$ cat config.mk
export PLATFORM = sky130hd
export DESIGN_NAME = serial_eeprom_config_loader
export DESIGN_NICKNAME = d
export VERILOG_FILES = /design/src/include/loader_pkg.sv /design/src/core/sync_2ff.sv /design/src/core/serial_eeprom_config_loader.sv
export SDC_FILE = /design/constraint.sdc
export NUM_CORES = 1
export LEC_CHECK = 0
export BUFFER_PORTS_ARGS = -buffer_cell sky130_fd_sc_hd__buf_4
export CELL_PAD_IN_SITES_DETAIL_PLACEMENT = 0
export CELL_PAD_IN_SITES_GLOBAL_PLACEMENT = 1
export CORE_UTILIZATION = 44
export DETAILED_ROUTE_END_ITERATION = 6
export HOLD_SLACK_MARGIN = 0.12
export PLACE_DENSITY_LB_ADDON = 0.1
export SLEW_MARGIN = 30
export SYNTH_ARGS = -nofsm -noshare
export SYNTH_HDL_FRONTEND = slang
export SYNTH_SLANG_ARGS = --single-unit
$ cat constraint.sdc
create_clock -name clk_sys_i -period 12.1 [get_ports clk_sys_i]
set_input_delay 0 -clock clk_sys_i [delete_from_list [all_inputs] [get_ports clk_sys_i]]
set_output_delay 0 -clock clk_sys_i [all_outputs]
set_load 0.005 [all_outputs]
$ cat src/include/loader_pkg.sv
package loader_pkg;

	// ----------------------------------------------------------------
	// Register map
	// ----------------------------------------------------------------
	localparam logic [7:0] OFS_STATUS = 8'h18;
	localparam logic [7:0] OFS_QUADLET = 8'h1C;
	localparam logic [7:0] OFS_IRQ_STAT = 8'h20;
	localparam logic [7:0] OFS_IRQ_MASK = 8'h24;

	localparam int BIT_RELOAD = 4;
	localparam int BIT_DONE = 3;
	localparam int BIT_ACKERR = 2;
	localparam int BIT_CKERR = 1;
	localparam int BIT_NOMEM = 0;
	localparam int ADDR_LSB = 16;
	localparam int ADDR_MSB = 25;
	localparam int LAST_FLAG_BIT = 7;

	localparam logic RELOAD_RST = 1'b1;
	localparam logic [3:0] IRQ_MASK_RST = 4'h0;

	// ----------------------------------------------------------------
	// Serial bus constants
	// ----------------------------------------------------------------
	localparam logic [7:0] DEV_WRITE = 8'hA0;
	localparam logic [7:0] DEV_READ = 8'hA1;
	localparam logic [7:0] START_ADDR_HI = 8'h00;
	localparam logic [7:0] START_ADDR_LO = 8'h00;
	localparam logic [7:0] CKSUM_SEED = 8'hAA;
	localparam logic [9:0] QUAD_STEP = 10'h004;

	// ----------------------------------------------------------------
	// Timing
	// ----------------------------------------------------------------
	localparam int CLK_PERIOD_NS = 25;
	localparam int SCL_QUARTER_NS = 2500;
	localparam int QUARTER_CYC = (SCL_QUARTER_NS + CLK_PERIOD_NS - 1) / CLK_PERIOD_NS;
	localparam logic [6:0] QUARTER_LAST = 7'(QUARTER_CYC - 1);
	localparam logic [2:0] CHECK_LAST = 3'h4;
	localparam logic [3:0] ACK_BIT = 4'h8;

	// ----------------------------------------------------------------
	// Types
	// ----------------------------------------------------------------
	typedef enum logic [3:0] {
		CMD_START = 4'b0001,
		CMD_WRITE = 4'b0010,
		CMD_READ = 4'b0100,
		CMD_STOP = 4'b1000
	} cmd_t;

	typedef enum logic [9:0] {
		S_CHECK = 10'b00_0000_0001,
		S_START = 10'b00_0000_0010,
		S_DEVW = 10'b00_0000_0100,
		S_AHI = 10'b00_0000_1000,
		S_ALO = 10'b00_0001_0000,
		S_RSTART = 10'b00_0010_0000,
		S_DEVR = 10'b00_0100_0000,
		S_READ = 10'b00_1000_0000,
		S_STOP = 10'b01_0000_0000,
		S_END = 10'b10_0000_0000
	} state_t;

	typedef struct packed {
		logic valid;
		logic [9:0] addr;
		logic [31:0] data;
	} cfg_write_t;

endpackage : loader_pkg

$ cat src/core/sync_2ff.sv
`timescale 1ns/1ps
module sync_2ff (
	input wire logic clk_sys_i,
	input wire logic rst_i,
	input wire logic d_i,
	output logic q_o
);
	// Pins idle high on an open-drain bus, so both stages reset high.
	logic meta_r;

	always_ff @(posedge clk_sys_i or posedge rst_i) begin
		if (rst_i) begin
			meta_r <= 1'b1;
			q_o <= 1'b1;
		end else begin
			meta_r <= d_i;
			q_o <= meta_r;
		end
	end
endmodule : sync_2ff

$ cat src/core/serial_eeprom_config_loader.sv
`timescale 1ns/1ps
module serial_eeprom_config_loader
	import loader_pkg::*;
(
	input wire logic clk_sys_i,
	input wire logic rst_i,
	input wire logic [7:0] addr_i,
	input wire logic [31:0] wdata_i,
	input wire logic wr_i,
	input wire logic rd_i,
	output logic [31:0] rdata_o,
	output logic irq_o,
	input wire logic scl_i,
	output logic scl_o,
	output logic scl_oe_o,
	input wire logic sda_i,
	output logic sda_o,
	output logic sda_oe_o,
	output cfg_write_t cfg_o
);

	// ----------------------------------------------------------------
	// Declarations
	// ----------------------------------------------------------------
	logic scl_s;
	logic sda_s;
	state_t st_r;
	cmd_t cmd_r;
	logic go_r;
	logic wait_r;
	logic [7:0] tx_byte_r;
	logic ack_send_r;
	logic busy_r;
	logic [1:0] ph_r;
	logic [6:0] tick_r;
	logic [3:0] bit_r;
	logic [7:0] txsh_r;
	logic [7:0] rxsh_r;
	logic ack_ok_r;
	logic eng_done_r;
	logic scl_drv_nxt;
	logic sda_drv_nxt;
	logic [2:0] chk_cnt_r;
	logic in_hdr_r;
	logic [1:0] hdr_idx_r;
	logic [1:0] bq_r;
	logic [7:0] qcnt_r;
	logic [9:0] tgt_r;
	logic [31:0] quad_r;
	logic [7:0] cks_r;
	logic [7:0] hdr_cks_r;
	logic last_r;
	logic fin_r;
	logic reload_r;
	logic done_r;
	logic ackerr_r;
	logic ckerr_r;
	logic nomem_r;
	logic abort_r;
	logic [3:0] ev_r;
	logic [3:0] ist_r;
	logic [3:0] imask_r;
	logic [31:0] status_word;
	logic [7:0] cks_nxt;
	logic [31:0] quad_nxt;

	// ----------------------------------------------------------------
	// Pin synchronisers
	// ----------------------------------------------------------------
	sync_2ff u_sync_scl (
		.clk_sys_i(clk_sys_i),
		.rst_i(rst_i),
		.d_i(scl_i),
		.q_o(scl_s)
	);

	sync_2ff u_sync_sda (
		.clk_sys_i(clk_sys_i),
		.rst_i(rst_i),
		.d_i(sda_i),
		.q_o(sda_s)
	);

	// ----------------------------------------------------------------
	// Bit engine
	// ----------------------------------------------------------------
	// The clock line is driven by phase alone and never read back while
	// a byte runs, so a slave that stretches the clock is not honoured.
	always_comb begin
		scl_drv_nxt = 1'b0;
		sda_drv_nxt = 1'b0;
		unique case (cmd_r)
			CMD_START: begin
				scl_drv_nxt = (ph_r == 2'd0) || (ph_r == 2'd3);
				sda_drv_nxt = ph_r[1];
			end
			CMD_WRITE: begin
				scl_drv_nxt = (ph_r == 2'd0) || (ph_r == 2'd3);
				sda_drv_nxt = (bit_r != ACK_BIT) && !txsh_r[7];
			end
			CMD_READ: begin
				scl_drv_nxt = (ph_r == 2'd0) || (ph_r == 2'd3);
				sda_drv_nxt = (bit_r == ACK_BIT) && ack_send_r;
			end
			CMD_STOP: begin
				scl_drv_nxt = (ph_r == 2'd0);
				sda_drv_nxt = (ph_r != 2'd3);
			end
		endcase
	end

	always_ff @(posedge clk_sys_i or posedge rst_i) begin
		if (rst_i) begin
			busy_r <= 1'b0;
			ph_r <= 2'd0;
			tick_r <= QUARTER_LAST;
			bit_r <= 4'h0;
			txsh_r <= 8'h00;
			rxsh_r <= 8'h00;
			ack_ok_r <= 1'b0;
			eng_done_r <= 1'b0;
			scl_oe_o <= 1'b0;
			sda_oe_o <= 1'b0;
		end else begin
			eng_done_r <= 1'b0;
			if (go_r) begin
				busy_r <= 1'b1;
				ph_r <= 2'd0;
				tick_r <= QUARTER_LAST;
				bit_r <= 4'h0;
				txsh_r <= tx_byte_r;
			end else if (busy_r) begin
				scl_oe_o <= scl_drv_nxt;
				sda_oe_o <= sda_drv_nxt;
				if (tick_r != 7'd0) begin
					tick_r <= tick_r - 7'd1;
				end else begin
					tick_r <= QUARTER_LAST;
					ph_r <= ph_r + 2'd1;
					if (ph_r == 2'd2) begin
						if (bit_r == ACK_BIT) begin
							ack_ok_r <= !sda_s;
						end else begin
							rxsh_r <= {rxsh_r[6:0], sda_s};
						end
					end
					if (ph_r == 2'd3) begin
						txsh_r <= {txsh_r[6:0], 1'b0};
						bit_r <= bit_r + 4'h1;
						if (cmd_r == CMD_START || cmd_r == CMD_STOP || bit_r == ACK_BIT) begin
							busy_r <= 1'b0;
							eng_done_r <= 1'b1;
						end
					end
				end
			end
		end
	end

	// ----------------------------------------------------------------
	// Loader sequence
	// ----------------------------------------------------------------
	assign cks_nxt = cks_r ^ rxsh_r;
	assign quad_nxt = {rxsh_r, quad_r[31:8]};

	always_ff @(posedge clk_sys_i or posedge rst_i) begin
		if (rst_i) begin
			st_r <= S_CHECK;
			cmd_r <= CMD_START;
			go_r <= 1'b0;
			wait_r <= 1'b0;
			tx_byte_r <= 8'h00;
			ack_send_r <= 1'b0;
			chk_cnt_r <= 3'd0;
			in_hdr_r <= 1'b1;
			hdr_idx_r <= 2'd0;
			bq_r <= 2'd0;
			qcnt_r <= 8'h00;
			tgt_r <= 10'h000;
			quad_r <= 32'h0000_0000;
			cks_r <= CKSUM_SEED;
			hdr_cks_r <= 8'h00;
			last_r <= 1'b0;
			fin_r <= 1'b0;
			done_r <= 1'b0;
			ackerr_r <= 1'b0;
			ckerr_r <= 1'b0;
			nomem_r <= 1'b0;
			ev_r <= 4'h0;
			cfg_o <= '0;
		end else begin
			go_r <= 1'b0;
			ev_r <= 4'h0;
			cfg_o.valid <= 1'b0;
			if (!wait_r && st_r != S_CHECK && st_r != S_END) begin
				go_r <= 1'b1;
				wait_r <= 1'b1;
				ack_send_r <= !fin_r;
				unique case (st_r)
					S_START, S_RSTART: cmd_r <= CMD_START;
					S_STOP: cmd_r <= CMD_STOP;
					S_READ: cmd_r <= CMD_READ;
					default: cmd_r <= CMD_WRITE;
				endcase
				unique case (st_r)
					S_DEVW: tx_byte_r <= DEV_WRITE;
					S_AHI: tx_byte_r <= START_ADDR_HI;
					S_ALO: tx_byte_r <= START_ADDR_LO;
					default: tx_byte_r <= DEV_READ;
				endcase
			end
			unique case (st_r)
				S_CHECK: begin
					chk_cnt_r <= chk_cnt_r + 3'd1;
					if (chk_cnt_r == CHECK_LAST) begin
						if (!scl_s) begin
							nomem_r <= 1'b1;
							ev_r[BIT_NOMEM] <= 1'b1;
							st_r <= S_END;
						end else if (!reload_r) begin
							st_r <= S_END;
						end else begin
							st_r <= S_START;
						end
					end
				end
				S_END: begin
					if (!done_r) begin
						done_r <= 1'b1;
						ev_r[BIT_DONE] <= 1'b1;
					end
				end
				default: begin
					if (eng_done_r) begin
						wait_r <= 1'b0;
						if (st_r == S_STOP) begin
							st_r <= S_END;
						end else if (abort_r) begin
							st_r <= S_STOP;
						end else begin
							unique case (st_r)
								S_START: st_r <= S_DEVW;
								S_DEVW, S_DEVR: begin
									if (!ack_ok_r) begin
										ackerr_r <= 1'b1;
										ev_r[BIT_ACKERR] <= 1'b1;
										st_r <= S_STOP;
									end else begin
										st_r <= (st_r == S_DEVW) ? S_AHI : S_READ;
									end
								end
								S_AHI, S_ALO: begin
									if (!ack_ok_r) begin
										ackerr_r <= 1'b1;
										ev_r[BIT_ACKERR] <= 1'b1;
										st_r <= S_STOP;
									end else begin
										st_r <= (st_r == S_AHI) ? S_ALO : S_RSTART;
									end
								end
								S_RSTART: st_r <= S_DEVR;
								default: begin
									if (fin_r) begin
										st_r <= S_STOP;
									end else if (in_hdr_r) begin
										hdr_idx_r <= hdr_idx_r + 2'd1;
										unique case (hdr_idx_r)
											2'd0: tgt_r <= {rxsh_r, 2'b00};
											2'd1: qcnt_r <= rxsh_r;
											2'd2: hdr_cks_r <= rxsh_r;
											default: begin
												last_r <= rxsh_r[LAST_FLAG_BIT];
												cks_r <= CKSUM_SEED;
												bq_r <= 2'd0;
												if (qcnt_r != 8'h00) begin
													in_hdr_r <= 1'b0;
												end else if (rxsh_r[LAST_FLAG_BIT]) begin
													fin_r <= 1'b1;
												end
											end
										endcase
									end else begin
										cks_r <= cks_nxt;
										quad_r <= quad_nxt;
										bq_r <= bq_r + 2'd1;
										if (bq_r == 2'd3) begin
											cfg_o.valid <= 1'b1;
											cfg_o.addr <= tgt_r;
											cfg_o.data <= quad_nxt;
											tgt_r <= tgt_r + QUAD_STEP;
											qcnt_r <= qcnt_r - 8'h01;
											if (qcnt_r == 8'h01) begin
												if (cks_nxt != hdr_cks_r) begin
													ckerr_r <= 1'b1;
													ev_r[BIT_CKERR] <= 1'b1;
												end
												in_hdr_r <= 1'b1;
												hdr_idx_r <= 2'd0;
												fin_r <= last_r;
											end
										end
									end
								end
							endcase
						end
					end
				end
			endcase
		end
	end

	// ----------------------------------------------------------------
	// Register bus
	// ----------------------------------------------------------------
	always_comb begin
		status_word = 32'h0000_0000;
		status_word[ADDR_MSB:ADDR_LSB] = tgt_r;
		status_word[BIT_RELOAD] = reload_r;
		status_word[BIT_DONE] = done_r;
		status_word[BIT_ACKERR] = ackerr_r;
		status_word[BIT_CKERR] = ckerr_r;
		status_word[BIT_NOMEM] = nomem_r;
	end

	always_ff @(posedge clk_sys_i or posedge rst_i) begin
		if (rst_i) begin
			rdata_o <= 32'h0000_0000;
		end else if (rd_i) begin
			unique case (addr_i)
				OFS_STATUS: rdata_o <= status_word;
				OFS_QUADLET: rdata_o <= quad_r;
				OFS_IRQ_STAT: rdata_o <= {28'h000_0000, ist_r};
				OFS_IRQ_MASK: rdata_o <= {28'h000_0000, imask_r};
				default: rdata_o <= 32'h0000_0000;
			endcase
		end else begin
			rdata_o <= 32'h0000_0000;
		end
	end

	// A new load only ever follows a reset; the reload bit written later
	// is stored for software but does not start a second pass.
	always_ff @(posedge clk_sys_i or posedge rst_i) begin
		if (rst_i) begin
			reload_r <= RELOAD_RST;
			abort_r <= 1'b0;
			imask_r <= IRQ_MASK_RST;
		end else if (wr_i) begin
			if (addr_i == OFS_STATUS) begin
				reload_r <= wdata_i[BIT_RELOAD];
				if (wdata_i[BIT_DONE] && !done_r) begin
					abort_r <= 1'b1;
				end
			end
			if (addr_i == OFS_IRQ_MASK) begin
				imask_r <= wdata_i[3:0];
			end
		end
	end

	// ----------------------------------------------------------------
	// Interrupts
	// ----------------------------------------------------------------
	// A new event beats a clearing write in the same cycle.
	always_ff @(posedge clk_sys_i or posedge rst_i) begin
		if (rst_i) begin
			ist_r <= 4'h0;
			irq_o <= 1'b0;
		end else begin
			if (wr_i && addr_i == OFS_IRQ_STAT) begin
				ist_r <= (ist_r & ~wdata_i[3:0]) | ev_r;
			end else begin
				ist_r <= ist_r | ev_r;
			end
			irq_o <= |(ist_r & imask_r);
		end
	end

	// ----------------------------------------------------------------
	// Pin output levels
	// ----------------------------------------------------------------
	// Open drain: the pins only ever pull low, the enables do the work.
	always_ff @(posedge clk_sys_i or posedge rst_i) begin
		if (rst_i) begin
			scl_o <= 1'b0;
			sda_o <= 1'b0;
		end else begin
			scl_o <= 1'b0;
			sda_o <= 1'b0;
		end
	end

endmodule : serial_eeprom_config_loader

# == Word level (Yosys, flattened, before mapping) ==
# Index checks and enable logic that the tools add are counted.
# totals
reg_bits,233
in_bits,46
out_inout_bits,80
wordCells,261
# op_classes
addsub,8
n_eq_ne,36
mux,98
bitwise,19
reduce_logical,55
# ops
operator,count
$mux 43,8
$pmux 32 s4,1
$mux 10,10
$mux 8,10
$reduce_and 8->1,6
$pmux 10 s4,1
$mux 1,39
$mux 32,1
$mux 2,12
$mux 7,3
$mux 4,5
$pmux 10 s2,1
$mux 9,2
$eq 8x5->1 const B,2
$eq 8x6->1 const B,2
$pmux 8 s2,1
$reduce_bool 8->1,2
$reduce_and 5->1,3
$reduce_and 7->1,2
$not 1->1,13
$pmux 4 s3,1
$reduce_and 6->1,2
$add 10x3->10 const B,1
$eq 10x1->1 const B,1
other kinds (49),87

# == Depth between registers and ports, before layout ==
# Gate-level depths: netlist (run 1).
# depth
depth_word,12
mapped_depth,8

# == Modules after synthesis ==
# From an unflattened synthesis (run 1), not the netlist that was laid out.
# unflattened
cells_unflattened,835
area_unflattened_um2,10138.5
# modules_own_cells
module,instances,cells_each,area_each_um2
serial_eeprom_config_loader,1,829,10025.9
sync_2ff,2,3,56.3

# == Least setup slack after synthesis (run 1) ==
# Ideal clock, no wire load.
# synth_timing
kind,reg2reg
startpoint,reg st_r[2]
endpoint,reg st_r[7]
setup_ns,0.125
arrival_ns,2.151
t_required_ns,11.975
path_slack_ns,9.825
path_stages_with_launch,8
path_cell_list,dfrtp_1 buf_2 or4_4 nor4_2 or3_1 o21a_1 buf_4 mux2_2
# synth_via
elab_chain_cells,8
# synth_rtl
element,line,source
start: declaration,serial_eeprom_config_loader.sv:27,state_t st_r;
start signal: assignment,serial_eeprom_config_loader.sv:249,st_r <= (st_r == S_DEVW) ? S_AHI : S_READ;
start signal: assignment,serial_eeprom_config_loader.sv:258,st_r <= (st_r == S_AHI) ? S_ALO : S_RSTART;
$eq 10x3->1,"serial_eeprom_config_loader.sv:241, serial_eeprom_config_loader.sv:249",
$mux 8,serial_eeprom_config_loader.sv:249,
$mux 9,serial_eeprom_config_loader.sv:244,if (!ack_ok_r) begin
$pmux 10 s4,serial_eeprom_config_loader.sv:241,unique case (st_r)
$mux 10,serial_eeprom_config_loader.sv:238,end else if (abort_r) begin
$mux 10,serial_eeprom_config_loader.sv:236,if (st_r == S_STOP) begin
$mux 10,serial_eeprom_config_loader.sv:234,if (eng_done_r) begin
$pmux 10 s2,serial_eeprom_config_loader.sv:212,unique case (st_r)
# Several ways; a longest one is shown, not always the timed one. The select of a mux whose other input is x is not followed.
# A chain may end at the register's enable or synchronous reset.

# == Worst setup path after layout (run 1) ==
# layout_timing
startpoint,reg st_r[9]
endpoint,reg quad_r[29]
# layout_via
elab_chain_cells,4
# layout_rtl
element,line,source
$eq 10x3->1 (tied with other cells),serial_eeprom_config_loader.sv:241,
$reduce_or 6->1 (no source line) / $reduce_or 2->1 (equally long branches),--,
$not 1->1 (no source line),--,
$reduce_and 7->1 (no source line) (*),--,
end signal: assignment,serial_eeprom_config_loader.sv:284,quad_r <= quad_nxt;
end: declaration,serial_eeprom_config_loader.sv:49,logic [31:0] quad_r;
# Every way passes the cells marked *; elsewhere a longest branch is shown, timed or not.

==> results of run 1 <==
-- power breakdown --
| part | internal, W | switching (W) |
|---|---|---|
| Sequential | 0.000748 | 0.00000158 |
| Combinational | 0.00000974 | 0.0000194 |
| Clock | 0.000443 | 0.000291 |
-- flip-flops by register name, indices dropped and copies added (netlist names), 10 cells and up --
register and cells:
st_r 10, cfg_o 41, rdata_o 32, quad_r 32
-- cell usage after synthesis (5+ instances only) --
| library cell | instances |
|---|---|
| buf_2 | 13 |
| mux2_4 | 20 |
| a22o_1 | 9 |
| inv_1 | 26 |
| a22oi_1 | 19 |
| clkbuf_1 | 34 |
| a31oi_1 | 15 |
| nor2b_1 | 7 |
| xnor2_1 | 12 |
| a21o_1 | 5 |
| nor2_1 | 55 |
| nor3_1 | 19 |
| or3_1 | 11 |
| mux2_2 | 71 |
| o21ai_0 | 29 |
| dfrtp_1 | 207 |
| ha_1 | 17 |
| or2_2 | 5 |
| nor4_1 | 8 |
| buf_6 | 5 |
| nand4b_1 | 7 |
| dfstp_2 | 16 |
| nand2_1 | 49 |
| nand3_1 | 21 |
| o41ai_1 | 5 |
| a21oi_1 | 18 |
| mux2_1 | 12 |
| nand2b_1 | 14 |
| and3_1 | 26 |
| and2_1 | 10 |
| xnor3_1 | 6 |
| nand4_1 | 8 |
| buf_4 | 6 |
| o31ai_1 | 10 |
-- through the flow --
| stage | instances | hold slack [ns] | power [W] | utilization (%) |
|---|---|---|---|---|
| after floorplan | 870 | 0.004478 | 0.0007774 | - |
| after global placement | 1225 | 0.1100 | 0.0007875 | 48.96 |
| after detailed placement | 1225 | 0.1098 | 0.0007884 | 48.98 |
| after CTS | 1290 | 0.1317 | 0.001538 | 53.37 |
| after global routing | 1290 | 0.1345 | 0.001569 | 53.39 |
| final | 1290 | 0.1443 | 0.001514 | 53.39 |
-- cells by family after synthesis --
| group | Yosys count | share of synthesized area [%] |
|---|---|---|
| AND/OR/NAND/NOR | 265 | 14.19 |
| flip-flops | 223 | 54.60 |
| AO/OA/AOI/OAI | 146 | 10.10 |
| multiplexers | 107 | 12.43 |
| buffers and inverters | 86 | 3.891 |
| XOR/XNOR | 22 | 2.684 |
| adder cells (fa/ha/maj) | 17 | 2.074 |
| other | 1 | 0.03656 |
-- critical path: stages (launching register included) --
cell,delay (ns)
dfrtp_1,0.53
or3b_2,0.51
o21ai_1,0.23
a21o_1,0.61
or3_1,0.52
mux2_2,0.39
-- repair_timing --
item / in CTS / in global routing
hold endpoints to repair: 179 / 0
hold buffers: 20 / 0
buffers inserted: 0 / 0
-- routing by layer --
layer	part of all wire (%)	global-route usage (%)
met3	3.3	2.774
met1	48	28.33
met4	1.6	4.998
met2	47	32.88
met5	0	0
-- area by class of cell --
class,count,area (um^2)
Fill cell,1945,10620
Sequential cell,223,5600
Multi-Input combinational cell,561,4289
Timing Repair Buffer,122,969.7
Clock buffer,37,700.7
Tap cell,313,391.6
Inverter,26,110.1
Clock inverter,8,100.1
-- path summary, 6_finish.rpt --
path | to | cells after the start
setup / recovery | quad_r[29]$_DFFE_PP0P_ | 5
hold / removal | rdata_o[0]$_DFF_PP0_ | 3
setup reg to reg | quad_r[29]$_DFFE_PP0P_ | 5
hold reg to reg | u_sync_sda.q_o$_DFF_PP1_ | 0
max in group asynchronous | qcnt_r[1]$_DFFE_PP0P_ | 4
min in group clk_sys_i | u_sync_sda.meta_r$_DFF_PP1_ | 2
==> results.ini, run 1 <==
[timing]
setup_viol=0
setup_tns_ns=0
timing.fmax_mhz=339.9
rsz0062_at_grt=no
finalCritPeriodShare_pct=24.32
worst_slew_pin_slew_ns=0.8263
drv_slew=0
slew_headroom_pct=44.91
hold_viol_final=0
finClkSkew_ns=0.02161
setup_slack_ns=9.158
min_period_ns=2.942

[routing]
drcViolationCount=0
vias=6995
routed_via_density=5.422
ant_nets=0
post_drt_wl_per_cell_um=18.11
routed_wl_um=23360
dr.pass1.iters=5
drtIter0Drc=396

[placed_design]
placed_area_mm2=0.01116
dp_hpwl_um=15680
place.port_buffers=94
post-place-ws_ns=9.169
gp_congestion=0.8028

[pwr]
p_per_area_mw_per_mm2=124.4
vdd_ir_drop_max_v=0.00009105
leakagePower_nw=5.886

[clock_network]
cts.sinks=223
path_clk_slew_ns=0.06
cts_buffers=25
cts.root.buffer_cell=clkbuf_16
cts_tree=done
cts_buffer_depth=3
insertion_delay_ns=0.52
ctsResizeCount=0
h-tree-depth=1

[synthesis]
netlist_area_mm2=0.01026
synth.largest_area_cell=dfrtp_1
netlist.area_leader.share_pct=50.50
synth_area_per_cell_um2=11.83
synthFlopType=dfrtp_1
yosysWarnings=0
ys_async_sr_fraction_pct=100.0
synthCells=867
synth_area_leaders=dfrtp_1 (51%), mux2_2 (7.8%), dfstp_2 (4.1%), mux2_4 (2.9%), ha_1 (2.1%)
ys_seq_area_share_pct=54.60
synth-seq-cells=223
synthDistinctLibCells=72
synth_edf_count=0

[floorplan]
die_y_um=154.7
die_w_um=154.7
die-area_mm2=0.02393
num_rows=55
start_util_pct=45.03
core-area_mm2=0.02278
io_pins=126

[setup_path]
critPathRequiredTime_ns=12.49
crit_path_max_fanout=15
cp_data_arrival_time_ns=3.33
endpoint_kind=flop
crit_start=st_r[9]$_DFFE_PP0P_
worstSetupPathType=flop to flop
r2r-start=st_r[9]$_DFFE_PP0P_
worstSetupStartpointType=flop
r2r_setup_slack_ns=9.16

[run]
maxCapViolCount=0

[layout]
area_delta_synth_final_pct=18.57
layout_common_cells=dfrtp_1 (207), buf_4 (101), mux2_2 (71), nor2_1 (54), nand2_1 (49)
design_area_mm2=0.01216
final_common_cell=dfrtp_1
antenna_cells=0
final_nets=1022
drive_gt1_share_pct=27.84

[global_routing]
grt_pass1_wl_um=38780
antenna_found_initial=0
gr-total-overflow=0
grt_usage_pct=20.13
grt_max_degree=143
grt_pass1_vias=7183

[min_path]
hp-class=primary input to async pin

[status]
outcome=completed

(Power assumes the default switching activity.)
==> run 2: changes to the inputs <==
CORE_UTILIZATION = 42   (was 44)
clock period = 2.6 ns   (was 12.1 ns; I/O delays follow)
==> run 2 against run 1 <==
Hold slack got worse by 0.0017 ns. Die area increased by 4.7%. Global-route usage rose by 0.19 points. Routed wire length is 6.6% higher. Count of clock-buffer cells in the layout down 5. Via count up 2.2%. Setup slack lost 9.0 ns. Highest routed layer unchanged.
==> results.ini, run 2 (same netlist as run 1, synthesis figures left out) <==
[placed_design]
gp_congestion=0.8256  ; was 0.8028
post-place-ws_ns=0.07233  ; was 9.169 ns
dp.cells=1271  ; was 1225
dp_hpwl_um=17500  ; was 15680 um
placed_area_mm2=0.01157  ; was 0.01116 mm^2
place.port_buffers=94  ; unchanged

[floorplan]
num_rows=56  ; was 55
io_pins=126  ; unchanged
die-area_mm2=0.02505  ; was 0.02393 mm^2
start_util_pct=43.31  ; was 45.03%
die_w_um=158.3  ; was 154.7 um
core-area_mm2=0.02368  ; was 0.02278 mm^2
die_y_um=158.3  ; was 154.7 um

[timing]
finalCritPeriodShare_pct=95.08  ; was 24.32%
slew_headroom_pct=40.67  ; was 44.91%
drv_slew=0  ; unchanged
finClkSkew_ns=0.008340  ; was 0.02161 ns
min_period_ns=2.472  ; was 2.942 ns
setup_slack_ns=0.1280  ; was 9.158 ns
setup_viol=0  ; unchanged
worst_slew_pin_slew_ns=0.8881  ; was 0.8263 ns
rsz0062_at_grt=no  ; unchanged
timing.fmax_mhz=404.5  ; was 339.9 MHz
hold_viol_final=0  ; unchanged

[min_path]
hp-class=primary input to flop  ; was primary input to async pin

[setup_path]
r2r_setup_slack_ns=0.13  ; was 9.16 ns
r2r-start=st_r[3]$_DFFE_PP0P_  ; was st_r[9]$_DFFE_PP0P_
worstSetupPathType=flop to flop  ; unchanged
reg2regPathDepth=7  ; was 5
crit_chain=or4_4, nor2_4, a21o_1, buf_4, nor3_2, buf_4, mux2_2  ; was or3b_2, o21ai_1, a21o_1, or3_1, mux2_2
critPathRequiredTime_ns=3.00  ; was 12.49 ns
crit_start=st_r[3]$_DFFE_PP0P_  ; was st_r[9]$_DFFE_PP0P_
crit_path_max_fanout=10  ; was 15
endpoint_kind=flop  ; unchanged
r2r-end=hdr_cks_r[1]$_DFFE_PP0P_  ; was quad_r[29]$_DFFE_PP0P_
crit_top_cell=buf_4
slowest_delay_ns=0.62  ; was 0.61 ns
cp_data_arrival_time_ns=2.87  ; was 3.33 ns
crit_slowest_cell=or4_4  ; was a21o_1
worstSetupStartpointType=flop  ; unchanged
cp-endpoint=hdr_cks_r[1]$_DFFE_PP0P_  ; was quad_r[29]$_DFFE_PP0P_

[routing]
drcViolationCount=0  ; unchanged
post_drt_wl_per_cell_um=18.61  ; was 18.11 um
drtIter0Drc=420  ; was 396
routed_wl_um=24900  ; was 23360 um
vias=7151  ; was 6995
routed_via_density=5.345  ; was 5.422
ant_nets=0  ; unchanged
dr.pass1.iters=5  ; unchanged

[clock_network]
cts_tree=done  ; unchanged
cts.root.buffer_cell=clkbuf_16  ; unchanged
cts.sinks=223  ; unchanged
insertion_delay_ns=0.52  ; about the same
h-tree-depth=1  ; unchanged
cts_buffers=25  ; unchanged
cts_buffer_depth=3  ; unchanged
path_clk_slew_ns=0.06  ; about the same

[global_routing]
grt_usage_pct=20.32  ; was 20.13%
grt_max_degree=43  ; was 143
grt_pass1_wl_um=39570  ; was 38780 um
gr-total-overflow=0  ; unchanged
antenna_found_initial=0  ; unchanged
grt_pass1_vias=7431  ; was 7183

[layout]
final_nets=1063  ; was 1022
fillers=2061  ; was 1945
design_area_mm2=0.01262  ; was 0.01216 mm^2
post_layout_nonfiller_instances=1338  ; was 1290
layout_common_cells=dfrtp_1 (207), buf_4 (134), mux2_2 (71), nor2_1 (54), nand2_1 (49)  ; was dfrtp_1 (207), buf_4 (101), mux2_2 (71), nor2_1 (54), nand2_1 (49)
largest_register_ffs=41  ; unchanged
top_regs=cfg_o: 41 flops, quad_r: 32 flops, rdata_o: 32 flops  ; unchanged
final_common_cell=dfrtp_1  ; unchanged
top_register=cfg_o  ; unchanged
antenna_cells=0  ; unchanged
fin_util_pct=53.27  ; was 53.39%
area_delta_synth_final_pct=22.99  ; was 18.57%
drive_gt1_share_pct=31.50  ; was 27.84%

[run]
maxCapViolCount=0  ; unchanged

[pwr]
leakagePower_nw=6.147  ; was 5.886 nW
power.total_w=0.007164  ; was 0.001514 W
vdd_ir_drop_max_v=0.0003321  ; was 0.00009105 V
p_per_area_mw_per_mm2=567.8  ; was 124.4 mW/mm^2

[status]
outcome=completed  ; unchanged

[run 2: layout make-up]
cell class | count | area, um^2 | area share [%]
Clock buffer | 32 | 691.9 | 5.485
Clock inverter | 14 | 136.4 | 1.081
Inverter | 26 | 101.3 | 0.8033
Multi-Input combinational cell | 561 | 4300 | 34.09
Sequential cell | 223 | 5600 | 44.39
Tap cell | 319 | 399.1 | 3.164
Timing Repair Buffer | 163 | 1386 | 10.99
[run 2: worst max-delay path: cells and delay by family, from the launching register on]
| family | cells | cell delay, ns |
|---|---|---|
| muxes | 1 | 0.28 |
| buffers and inverters | 2 | 0.43 |
| AOI/OAI and AO/OA | 1 | 0.35 |
| DFF | 1 | 0.47 |
| and+or+nand+nor | 3 | 0.82 |
[run 2: what timing repair did]
item	in CTS	in global routing
hold endpoints to repair	65	0
resized for setup	0	2
endpoints found under the setup margin	0	30
hold buffers	20	0
buffers inserted	0	1
[run 2: routing by layer]
metal	GRT usage (%)	vias to the layer above	routed length, um
met3	2.586	25	932
met5	0	-	0
met4	4.716	0	305
met2	34.61	157	12340
li1	-	3376	-
met1	27.56	3593	11330
[run 2: per-stage QoR]
stage | setup TNS, ns | hold WS [ns]
2_1_floorplan | -61.47 | 0.004478
3_3_place_gp | 0 | 0.1094
3_5_place_dp | 0 | 0.1126
4_1_cts | 0 | 0.1234
5_1_grt | 0 | 0.1461
6_report | 0 | 0.1425
[run 2: power by group]
| group | switching, W | leakage [nW] | total [W] | internal (W) |
|---|---|---|---|---|
| registers | 0.00000604 | 3.00 | 0.00349 | 0.00348 |
| logic | 0.0000979 | 2.73 | 0.000162 | 0.0000637 |
| clock network | 0.00142 | 0.415 | 0.00351 | 0.00209 |
[run 2: worst min path at each step]
stage          start                     endpoint  slack, ns  cells after the start
3_5_place_dp   scl_i  u_sync_scl.meta_r$_DFF_PP1_       0.11                      1
4_1_cts        sda_i  u_sync_sda.meta_r$_DFF_PP1_       0.12                      2
5_1_grt        sda_i  u_sync_sda.meta_r$_DFF_PP1_       0.15                      2
3_3_place_gp   sda_i  u_sync_sda.meta_r$_DFF_PP1_       0.11                      1
2_1_floorplan  scl_i  u_sync_scl.meta_r$_DFF_PP1_      0.004                      0
6_report       sda_i  u_sync_sda.meta_r$_DFF_PP1_       0.14                      2
